### src/hw/sclksw_defines.vh
`ifndef SCLKSW_DEFINES_VH
`define SCLKSW_DEFINES_VH

// ==========================================================================
// Register byte offsets
`define SCLKSW_OFS_CRYSTAL_CTRL 5'h00
`define SCLKSW_OFS_CPU_SEL 5'h04
`define SCLKSW_OFS_WATCH_CTRL 5'h08
`define SCLKSW_OFS_SLOW_DIV 5'h0C
`define SCLKSW_OFS_STATUS 5'h10

// ==========================================================================
// Field positions
`define SCLKSW_CRYSTAL_SEL_BIT 0
`define SCLKSW_BIAS_LSB 4
`define SCLKSW_BIAS_MSB 7
`define SCLKSW_CPU_FAST_BIT 0
`define SCLKSW_WATCH_EN_BIT 0
`define SCLKSW_WATCH_EXT_BIT 1
`define SCLKSW_DIV_FRAC_LSB 0
`define SCLKSW_DIV_FRAC_MSB 7
`define SCLKSW_DIV_INT_LSB 8
`define SCLKSW_DIV_INT_MSB 15
`define SCLKSW_ST_ON_CRYSTAL_BIT 0
`define SCLKSW_ST_FAILOVER_BIT 1
`define SCLKSW_ST_FLASH_BIT 2
`define SCLKSW_ST_CPU_FAST_BIT 3

// ==========================================================================
// Reset values
`define SCLKSW_RST_BIAS 4'hF
`define SCLKSW_RST_DIV_INT 8'h0A
`define SCLKSW_RST_DIV_FRAC 8'h00

// ==========================================================================
// Timing counts
`define SCLKSW_MISS_LIMIT 4'h4

`endif

### src/hw/sclksw_clock_switch.v
`include "sclksw_defines.vh"

module sclksw_clock_switch #(
   parameter MISS_W = 4,
   parameter DIV_W = 8
) (
   // Clock and reset
   input wire clock,
   input wire rst_n,
   // Oscillators and pins
   input wire fastRcOsc,
   input wire mainCrystalOsc,
   input wire slowRcOsc,
   input wire watchCrystalOsc,
   input wire watchCrystalPinB,
   input wire flashBusy,
   // Avalon-MM slave
   input wire [4:0] address,
   input wire read,
   input wire write,
   input wire [31:0] writedata,
   output reg [31:0] readdata,
   output reg waitrequest,
   // Clocks and controls out
   output reg mainSystemClock,
   output reg periphClock,
   output reg cpuCoreClock,
   output reg millisecondReferenceClock,
   output reg watchClock,
   output reg watchPinBDigital,
   output reg [3:0] crystalBias,
   output reg nmiReq
);

   // ==========================================================================
   // Registers
   reg crystalSel_q;
   reg cpuFast_q;
   reg watchEn_q;
   reg watchExt_q;
   reg [DIV_W-1:0] divInt_q;
   reg [DIV_W-1:0] divFrac_q;
   reg failFlag_q;
   reg sysSrc_q;
   reg cpuSrc_q;
   reg [3:0] edgePrev_q;
   reg [MISS_W-1:0] missCnt_q;
   reg [DIV_W-1:0] divCnt_q;
   reg [DIV_W-1:0] period_q;
   reg [DIV_W-1:0] fracAcc_q;

   wire [3:0] edgeIn = {mainSystemClock, slowRcOsc, mainCrystalOsc, fastRcOsc};
   wire [3:0] edgeRise;
   wire fastRise = edgeRise[0];
   wire xtalRise = edgeRise[1];
   wire slowRise = edgeRise[2];
   wire sysRise = edgeRise[3];
   wire xtalDead = (missCnt_q >= `SCLKSW_MISS_LIMIT);
   wire failover = crystalSel_q & xtalDead;
   wire access = (read | write) & waitrequest;
   wire wrStrobe = write & ~waitrequest;
   wire rdStrobe = read & waitrequest;
   wire hitCrystal = (address == `SCLKSW_OFS_CRYSTAL_CTRL);
   wire hitCpu = (address == `SCLKSW_OFS_CPU_SEL);
   wire hitWatch = (address == `SCLKSW_OFS_WATCH_CTRL);
   wire hitDiv = (address == `SCLKSW_OFS_SLOW_DIV);
   wire hitStatus = (address == `SCLKSW_OFS_STATUS);

   // ==========================================================================
   // Rising-edge detectors, one per sampled clock level
   // Every previous level resets low, the idle level of each source, so no
   // false edge is seen right after reset.
   genvar g;
   generate
      for (g = 0; g < 4; g = g + 1) begin : gEdge
         always @(posedge clock or negedge rst_n) begin
            if (!rst_n) begin
               edgePrev_q[g] <= 1'b0;
            end else begin
               edgePrev_q[g] <= edgeIn[g];
            end
         end
         assign edgeRise[g] = edgeIn[g] & ~edgePrev_q[g];
      end
   endgenerate

   // ==========================================================================
   // Missing-edge monitor
   // Counts fast RC edges between crystal edges; a stuck crystal saturates it.
   // Counting goes on until the system clock has left the crystal, so that a
   // crystal stuck high still lets the failover bypass its low-phase wait.
   always @(posedge clock or negedge rst_n) begin
      if (!rst_n) begin
         missCnt_q <= {MISS_W{1'b0}};
      end else if (xtalRise || (!crystalSel_q && !sysSrc_q)) begin
         missCnt_q <= {MISS_W{1'b0}};
      end else if (fastRise && !xtalDead) begin
         missCnt_q <= missCnt_q + {{(MISS_W-1){1'b0}}, 1'b1};
      end
   end

   // ==========================================================================
   // Software registers
   // Failover wins over a software write of the select bit in the same cycle.
   always @(posedge clock or negedge rst_n) begin
      if (!rst_n) begin
         crystalSel_q <= 1'b0;
         crystalBias <= `SCLKSW_RST_BIAS;
      end else begin
         if (failover) begin
            crystalSel_q <= 1'b0;
         end else if (wrStrobe && hitCrystal) begin
            crystalSel_q <= writedata[`SCLKSW_CRYSTAL_SEL_BIT];
         end
         if (wrStrobe && hitCrystal) begin
            crystalBias <= writedata[`SCLKSW_BIAS_MSB:`SCLKSW_BIAS_LSB];
         end
      end
   end

   always @(posedge clock or negedge rst_n) begin
      if (!rst_n) begin
         cpuFast_q <= 1'b0;
      end else if (wrStrobe && hitCpu) begin
         cpuFast_q <= writedata[`SCLKSW_CPU_FAST_BIT];
      end
   end

   always @(posedge clock or negedge rst_n) begin
      if (!rst_n) begin
         watchEn_q <= 1'b0;
         watchExt_q <= 1'b0;
      end else if (wrStrobe && hitWatch) begin
         watchEn_q <= writedata[`SCLKSW_WATCH_EN_BIT];
         watchExt_q <= writedata[`SCLKSW_WATCH_EXT_BIT];
      end
   end

   always @(posedge clock or negedge rst_n) begin
      if (!rst_n) begin
         divInt_q <= `SCLKSW_RST_DIV_INT;
         divFrac_q <= `SCLKSW_RST_DIV_FRAC;
      end else if (wrStrobe && hitDiv) begin
         divFrac_q <= writedata[`SCLKSW_DIV_FRAC_MSB:`SCLKSW_DIV_FRAC_LSB];
         divInt_q <= writedata[`SCLKSW_DIV_INT_MSB:`SCLKSW_DIV_INT_LSB];
      end
   end

   // A failover in the same cycle as a clear keeps the flag set.
   always @(posedge clock or negedge rst_n) begin
      if (!rst_n) begin
         failFlag_q <= 1'b0;
      end else if (failover) begin
         failFlag_q <= 1'b1;
      end else if (wrStrobe && hitStatus && writedata[`SCLKSW_ST_FAILOVER_BIT]) begin
         failFlag_q <= 1'b0;
      end
   end

   // ==========================================================================
   // Avalon-MM slave: one wait state on every access
   always @(posedge clock or negedge rst_n) begin
      if (!rst_n) begin
         waitrequest <= 1'b1;
         readdata <= 32'h0000_0000;
      end else begin
         waitrequest <= ~access;
         if (rdStrobe) begin
            case (address)
               `SCLKSW_OFS_CRYSTAL_CTRL: begin
                  readdata <= {24'h00_0000, crystalBias, 3'b000, crystalSel_q};
               end
               `SCLKSW_OFS_CPU_SEL: begin
                  readdata <= {31'h0000_0000, cpuFast_q};
               end
               `SCLKSW_OFS_WATCH_CTRL: begin
                  readdata <= {30'h0000_0000, watchExt_q, watchEn_q};
               end
               `SCLKSW_OFS_SLOW_DIV: begin
                  readdata <= {16'h0000, divInt_q, divFrac_q};
               end
               `SCLKSW_OFS_STATUS: begin
                  readdata <= {28'h000_0000, cpuSrc_q, flashBusy, failFlag_q, sysSrc_q};
               end
               default: begin
                  readdata <= 32'h0000_0000;
               end
            endcase
         end
      end
   end

   // ==========================================================================
   // Glitch-free source muxes
   // A source changes only while the output is low and the new source is low,
   // so no shortened high phase can appear. A dead crystal may sit high, so
   // failover skips the wait on the old source; that high phase is already long.
   wire sysTarget = crystalSel_q;
   wire sysNewLevel = sysTarget ? mainCrystalOsc : fastRcOsc;
   wire sysSwitch = (sysTarget != sysSrc_q) && !sysNewLevel
      && (!mainSystemClock || xtalDead);
   wire sysSrcNext = sysSwitch ? sysTarget : sysSrc_q;

   // Forced mode picks whichever source runs at 12 MHz for the current oscillator.
   wire cpuTarget = flashBusy ? ~sysSrc_q : cpuFast_q;
   wire cpuNewLevel = cpuTarget ? mainSystemClock : periphClock;
   wire cpuSwitch = (cpuTarget != cpuSrc_q) && !cpuNewLevel && !cpuCoreClock;
   wire cpuSrcNext = cpuSwitch ? cpuTarget : cpuSrc_q;

   always @(posedge clock or negedge rst_n) begin
      if (!rst_n) begin
         sysSrc_q <= 1'b0;
         mainSystemClock <= 1'b0;
      end else begin
         sysSrc_q <= sysSrcNext;
         mainSystemClock <= sysSrcNext ? mainCrystalOsc : fastRcOsc;
      end
   end

   // Toggling on system clock rises keeps the ratio exact after any switch.
   always @(posedge clock or negedge rst_n) begin
      if (!rst_n) begin
         periphClock <= 1'b0;
      end else if (sysRise) begin
         periphClock <= ~periphClock;
      end
   end

   always @(posedge clock or negedge rst_n) begin
      if (!rst_n) begin
         cpuSrc_q <= 1'b0;
         cpuCoreClock <= 1'b0;
      end else begin
         cpuSrc_q <= cpuSrcNext;
         cpuCoreClock <= cpuSrcNext ? mainSystemClock : periphClock;
      end
   end

   always @(posedge clock or negedge rst_n) begin
      if (!rst_n) begin
         nmiReq <= 1'b0;
      end else begin
         nmiReq <= failover;
      end
   end

   // ==========================================================================
   // Fractional-N divider for the millisecond reference
   // Each period is divInt or divInt+1 slow RC edges, the extra edge taken on
   // carry out of the fraction accumulator, so the average is int + frac/256.
   wire [DIV_W:0] fracSum = {1'b0, fracAcc_q} + {1'b0, divFrac_q};
   wire [DIV_W-1:0] nextPeriod = divInt_q + {{(DIV_W-1){1'b0}}, fracSum[DIV_W]};
   wire periodEnd = (divCnt_q + {{(DIV_W-1){1'b0}}, 1'b1}) >= period_q;

   always @(posedge clock or negedge rst_n) begin
      if (!rst_n) begin
         divCnt_q <= {DIV_W{1'b0}};
         fracAcc_q <= {DIV_W{1'b0}};
         period_q <= `SCLKSW_RST_DIV_INT;
         millisecondReferenceClock <= 1'b0;
      end else if (slowRise) begin
         if (periodEnd) begin
            divCnt_q <= {DIV_W{1'b0}};
            fracAcc_q <= fracSum[DIV_W-1:0];
            period_q <= nextPeriod;
            millisecondReferenceClock <= 1'b1;
         end else begin
            divCnt_q <= divCnt_q + {{(DIV_W-1){1'b0}}, 1'b1};
            millisecondReferenceClock <= (divCnt_q + {{(DIV_W-1){1'b0}}, 1'b1})
               < {1'b0, period_q[DIV_W-1:1]};
         end
      end
   end

   // ==========================================================================
   // Watch clock source
   // The enable is only changed by software, so gating here needs no handshake.
   always @(posedge clock or negedge rst_n) begin
      if (!rst_n) begin
         watchClock <= 1'b0;
         watchPinBDigital <= 1'b0;
      end else begin
         watchPinBDigital <= watchExt_q;
         watchClock <= watchEn_q & (watchExt_q ? watchCrystalPinB : watchCrystalOsc);
      end
   end

endmodule // sclksw_clock_switch

### config.mk
export PLATFORM = sky130hd
export DESIGN_NAME = sclksw_clock_switch
export DESIGN_NICKNAME = d
export VERILOG_FILES = /design/src/hw/sclksw_clock_switch.v
export VERILOG_INCLUDE_DIRS = /design/src /design/src/hw
export SDC_FILE = /design/constraint.sdc
export NUM_CORES = 1
export LEC_CHECK = 0
export BUFFER_PORTS_ARGS = -buffer_cell sky130_fd_sc_hd__buf_2
export CORE_ASPECT_RATIO = 1.5
export CORE_MARGIN = 2
export CORE_UTILIZATION = 40
export DETAILED_ROUTE_END_ITERATION = 10
export PLACE_DENSITY = 0.6
export SYNTH_ARGS = -nofsm -noshare
export SYNTH_HDL_FRONTEND = slang
export SYNTH_SLANG_ARGS = --single-unit
### constraint.sdc
create_clock -name clock -period 3.46 [get_ports clock]
set_clock_uncertainty 0.2 [all_clocks]
set_input_delay 0.346 -clock clock [delete_from_list [all_inputs] [get_ports clock]]
set_output_delay 0.346 -clock clock [all_outputs]
set_load 0.05 [all_outputs]
Word-level counts from Yosys, hierarchy flattened
Cells that the tools add are included.
{"block": "totals", "ff_bits": 99, "input_bits": 47, "output_inout_bits": 44, "wordCells": 101}
{"block": "classes", "addsub": 4, "n_lt_le_gt_ge": 3, "n_eq_ne": 6, "n_mux": 17, "bitwise_logic": 18, "n_reduce_logical": 26}
{"operator": "case mux 16 bit (5 select lines)", "n": 1}
{"operator": "2-to-1 mux 1 bit", "n": 13}
{"operator": "logical AND 1 bit", "n": 12}
{"operator": "== test 5 x 4 -> 1 bit (second input constant)", "n": 2}
{"operator": "adder 8 x 8 -> 9 bit", "n": 1}
{"operator": "bitwise AND 1 bit", "n": 9}
{"operator": "adder 8 x 1 -> 8 bit", "n": 1}
{"operator": "adder 8 x 1 -> 8 bit (second input constant)", "n": 1}
{"operator": "greater-or-equal comparator 8 bit", "n": 1}
{"operator": "less-than comparator 8 x 7 -> 1 bit", "n": 1}
{"operator": "2-to-1 mux 4 bit", "n": 2}
{"operator": "2-to-1 mux 8 bit", "n": 1}
{"operator": "inverter 1 bit", "n": 8}
{"operator": "zero test 1 bit", "n": 7}
{"operator": "nonzero test 2 bit", "n": 3}
{"operator": "== test 5 x 3 -> 1 bit (second input constant)", "n": 1}
{"operator": "== test 5 bit (second input constant)", "n": 1}
{"operator": "zero test 5 bit", "n": 1}
{"operator": "adder 4 x 1 -> 4 bit (second input constant)", "n": 1}
{"operator": "greater-or-equal comparator 4 x 3 -> 1 bit (second input constant)", "n": 1}
{"operator": "logical OR 1 bit", "n": 2}
{"operator": "!= test 1 bit", "n": 2}
{"operator": "AND reduction 2 bit", "n": 1}
{"operator": "OR 1 bit", "n": 1}

Depth between registers and ports, before layout
{"block": "logic_depth", "word_depth": 8, "mapped_depth": 13, "depth_no_buf": 13}

Least setup slack after synthesis
No wires, ideal clock.
{"block": "synth_timing", "path_type": "register to register", "startpoint": "register divFrac_q[0]", "endpoint": "register period_q[6]", "t_arrival_ns": 2.422, "required_ns": 3.135, "slack_ns": 0.713, "stages_incl_launch_ff": 14, "path_cell_list": "dfrtp_1 ha_1 fa_1 a211o_1 o211ai_1 a21oi_1 o21ai_0 nand2b_1 ha_1 ha_1 nand3_1 nor2_1 xnor2_1 mux2i_1"}
{"block": "synth_via", "elab_chain_len": 2}
{"element": "from (decl)", "line": "sclksw_clock_switch.v:42", "rtl": "reg [DIV_W-1:0] divFrac_q;"}
{"element": "from (signal assigned)", "line": "sclksw_clock_switch.v:142", "rtl": "divFrac_q <= `SCLKSW_RST_DIV_FRAC;"}
{"element": "from (signal assigned)", "line": "sclksw_clock_switch.v:144", "rtl": "divFrac_q <= writedata[`SCLKSW_DIV_FRAC_MSB:`SCLKSW_DIV_FRAC_LSB];"}
{"element": "adder 8 x 8 -> 9 bit", "line": "sclksw_clock_switch.v:251", "rtl": "wire [DIV_W:0] fracSum = {1'b0, fracAcc_q} + {1'b0, divFrac_q};"}
{"element": "adder 8 x 1 -> 8 bit", "line": "sclksw_clock_switch.v:252", "rtl": "wire [DIV_W-1:0] nextPeriod = divInt_q + {{(DIV_W-1){1'b0}}, fracSum[DIV_W]};"}
{"element": "to (signal assigned)", "line": "sclksw_clock_switch.v:259", "rtl": "period_q <= `SCLKSW_RST_DIV_INT;"}
{"element": "to (signal assigned)", "line": "sclksw_clock_switch.v:265", "rtl": "period_q <= nextPeriod;"}
{"element": "to (decl)", "line": "sclksw_clock_switch.v:49", "rtl": "reg [DIV_W-1:0] period_q;"}
Every way passes these cells.
A chain may end at the register's enable or synchronous reset.

Worst setup path in the final report
Ends and elaborated chain as after synthesis.

==> out/qor.csv <==
metric,value,unit
outcome,finished clean,
first-pass GRT wire length,15400,um
drt via density,5.07,
Worst setup EP type,flip-flop,
share of the synthesized area in the top cell type,43.3,%
drt drc,0,
WS Path Type,flip-flop to flip-flop,
number of distinct library cells after synthesis,52,
Compound-Gate Fraction of Synth Area,11.4,%
maximum clock path buffer count,2,
Comb pwr share,22.9,%
sequential power share,43.1,%
ANT cells,0,
pin count of the biggest net entering global routing,38,
adder-cell share of the synthesized area,8.37,%
initial core utilization,40.8,%
vias in the first global route,3067,
die width,88.4,um
Post-Route WL,9280,um
Yosys top cell by area,dfrtp_1,
Tmin final,3.10,ns
total grt overflow,0,
Post-synth top flop,dfrtp_1,
DRT Pass-1 Iters,5,
Area Overhead vs Synth,18.1,%
vias post-DR,2977,
CP peak stage delay,0.44,ns
Syn. warnings,0,
Fin Setup TNS,0,ns
max-cap viol count,0,
final hold vios,0,
crit path launch type,flip-flop,
GRT Util Overall,17.6,%
Psw,860,uW
XOR/XNOR share of the synthesized area,3.89,%
Int Pwr,1930,uW
fin crit share,89.6,%
largest family of logic cells by synthesized area,multiplexers,
WP data arrival,3.11,ns
mux cell area share after synthesis,12.2,%
layout cell share with drive strength beyond 1,29.6,%
Peak VDD IR,0.331,mV
synthesized area per cell,11.7,um2
#FFs+latches synth,83,
Post-CTS Resized,0,
CTS root buf,clkbuf_16,
Core Area,10500,um2
Final ANT Viol Nets,0,
Post-synth EDFFs,0,
Final Max Tran Viols,0,
Mapped Area,4270,um2
"Slowest-stage cell, CP",fa_1,
final instance area,5050,um2
register area share after synthesis,48.9,%
I/O pin count,91,
antenna violations before repair,0,
fraction of registers with async set/reset,100,%
CTS tree,yes,
input/output buffers,58,
buffers plus inverters on the worst setup path,0,
post-detail-place hpwl,6960,um
DR iter-0 viols,116,
RSZ-0062 raised after global routing,no,
Synth Instances,366,
Sink Count,83,
f_max,323,MHz
critical path data required time,3.47,ns
CTS buffer count,9,
Skew-Pair Late Insertion Delay,0.33,ns
"Max FO, Critical Path",3,
full die area,11500,um2
Hold Worst Slack,0.0449,ns
Switching Share,30.9,%
worst min path class,input pin to flip-flop,
Worst-Margin Slew,0.783,ns
Die Y,131,um
final net count,514,
kind of cell adding the most delay to the critical path,adder cells,
H-tree Lvls,3,
clk slew on worst S/H paths,0.06,ns
ranking of synthesized cells by area,"dfrtp_1, mux2_2, ha_1, dfstp_2, buf_4",
"Cell Area, Placed",4690,um2
Clk pwr share,34.0,%
critical-path cell list,ha_1 -> fa_1 -> a211o_1 -> o211ai_1 -> a21oi_1 -> o21ai_0 -> nand2b_1 -> ha_1 -> ha_1 -> nand3_1 -> nor2_1 -> xnor2_1 -> mux2i_1,
max_slew headroom,46.5,%
setup violators final,0,
GP Congestion,0.827,
FP Rows,46,
pwr/cell area,552,nW/um2
wire per inst,15.8,um
"most used cell, CP",ha_1,
leakage,0.00261,uW
post-synthesis simple-gate area fraction,9.75,%
## cell families after synthesis
logic type / after synthesis
flip-flops: 83
AND/OR/NAND/NOR: 83
AO/OA/AOI/OAI: 66
multiplexers: 45
buffers and inverters: 41
adder cells (fa/ha/maj): 28
XOR/XNOR: 19
other: 1
## layout by cell type, fill, tap and decap left out, drive strengths merged, types with 2 or more instances in the layout
| cell type | instances |
|---|---|
| a2111oi | 2 |
| a211oi | 2 |
| a21o | 6 |
| a21oi | 10 |
| a222oi | 4 |
| a22o | 8 |
| a22oi | 2 |
| a31oi | 4 |
| and3 | 3 |
| buf | 65 |
| clkbuf | 13 |
| conb | 16 |
| dfrtp | 74 |
| dfstp | 9 |
| dlygate4sd3 | 6 |
| ha | 27 |
| inv | 17 |
| mux2 | 35 |
| mux2i | 9 |
| nand2 | 29 |
| nand2b | 5 |
| nand3 | 11 |
| nand4 | 4 |
| nor2 | 15 |
| nor2b | 3 |
| nor3 | 5 |
| nor3b | 3 |
| nor4 | 2 |
| o211ai | 2 |
| o21a | 2 |
| o21ai | 16 |
| o22a | 2 |
| o2bb2ai | 2 |
| xnor2 | 13 |
| xor2 | 6 |
## timing repair
item / CTS / global route
hold buffers: 6 / 0
setup buffers: 0 / 0
hold endpoints to repair: 34 / 0
## registers in the layout, indices dropped and copies added, names as in the netlist, 4 cells and up
signal and cells:
crystalBias 4, divFrac_q 8, readdata 16, fracAcc_q 8, divInt_q 8, divCnt_q 8
missCnt_q 4, period_q 8, edgePrev_q 4
## per-stage QoR
step	worst slack, ns	std cells	total power, uW	utilization, %
floorplan	0.713	381	1680	-
global placement	0.422	566	1830	44.8
detailed placement	0.392	566	1860	44.8
CTS	0.351	587	2830	48.2
global route	0.194	587	2940	48.2
finish	0.359	587	2790	48.2
## power by group through the flow
stage	combinational, uW	sequential (uW)	clock [uW]
2_1_floorplan	380	1300	0
3_3_place_gp	618	1210	0
3_5_place_dp	639	1220	0
4_1_cts	648	1200	982
5_1_grt	702	1220	1020
6_report	639	1200	948
## worst register-to-register path: cells and delay by family, from the launching register on
kind,cells,cell delay [ns]
fa+ha+maj,4,1.12
compound gates,4,0.75
flops,1,0.40
simple gates,3,0.27
xor+xnor,1,0.15
mux,1,0.08
## layout make-up
type	instances	area, um2
repair buffers	71	405
clock buffers	13	260
multi-input cells	257	2020
fillers	984	5430
well taps	144	180
inverters	17	63.8
flip-flops and latches	83	2090
clock inverters	2	35.0
## Yosys cell counts, drive strengths merged (4+ instances only)
cell and instances:
inv 17, nor3 5, dfrtp 74, o21ai 16
nand2b 5, nand4 4, ha 27, buf 21
nor2 15, mux2 35, nand2 29, xnor2 13
nand3 11, a22o 8, dfstp 9, xor2 6
a21oi 10, mux2i 9, a21o 6, a31oi 4
a222oi 4
## routing by layer
layer,global-route usage (%),part of all wire (%),vias up
met2,30.9,54,67
met5,0,0,-
met4,6.42,2.0,0
met1,20.2,40,1468
met3,5.15,4.5,14
li1,-,-,1428
## path summary, 6_finish.rpt
check | start | end | slack [ns] | cells past startpoint
max | divFrac_q[0] | period_q[6] | 0.36 | 13
min reg2reg | watchExt_q | watchPinBDigital | 0.26 | 0
max reg2reg | divFrac_q[0] | period_q[6] | 0.36 | 13
min | writedata[15] | divInt_q[7] | 0.04 | 2
max in group asynchronous | rst_n | divInt_q[3] | 1.99 | 3
min in group asynchronous | rst_n | period_q[6] | 0.31 | 2
Note: power is estimated with default switching activity, not from simulation.
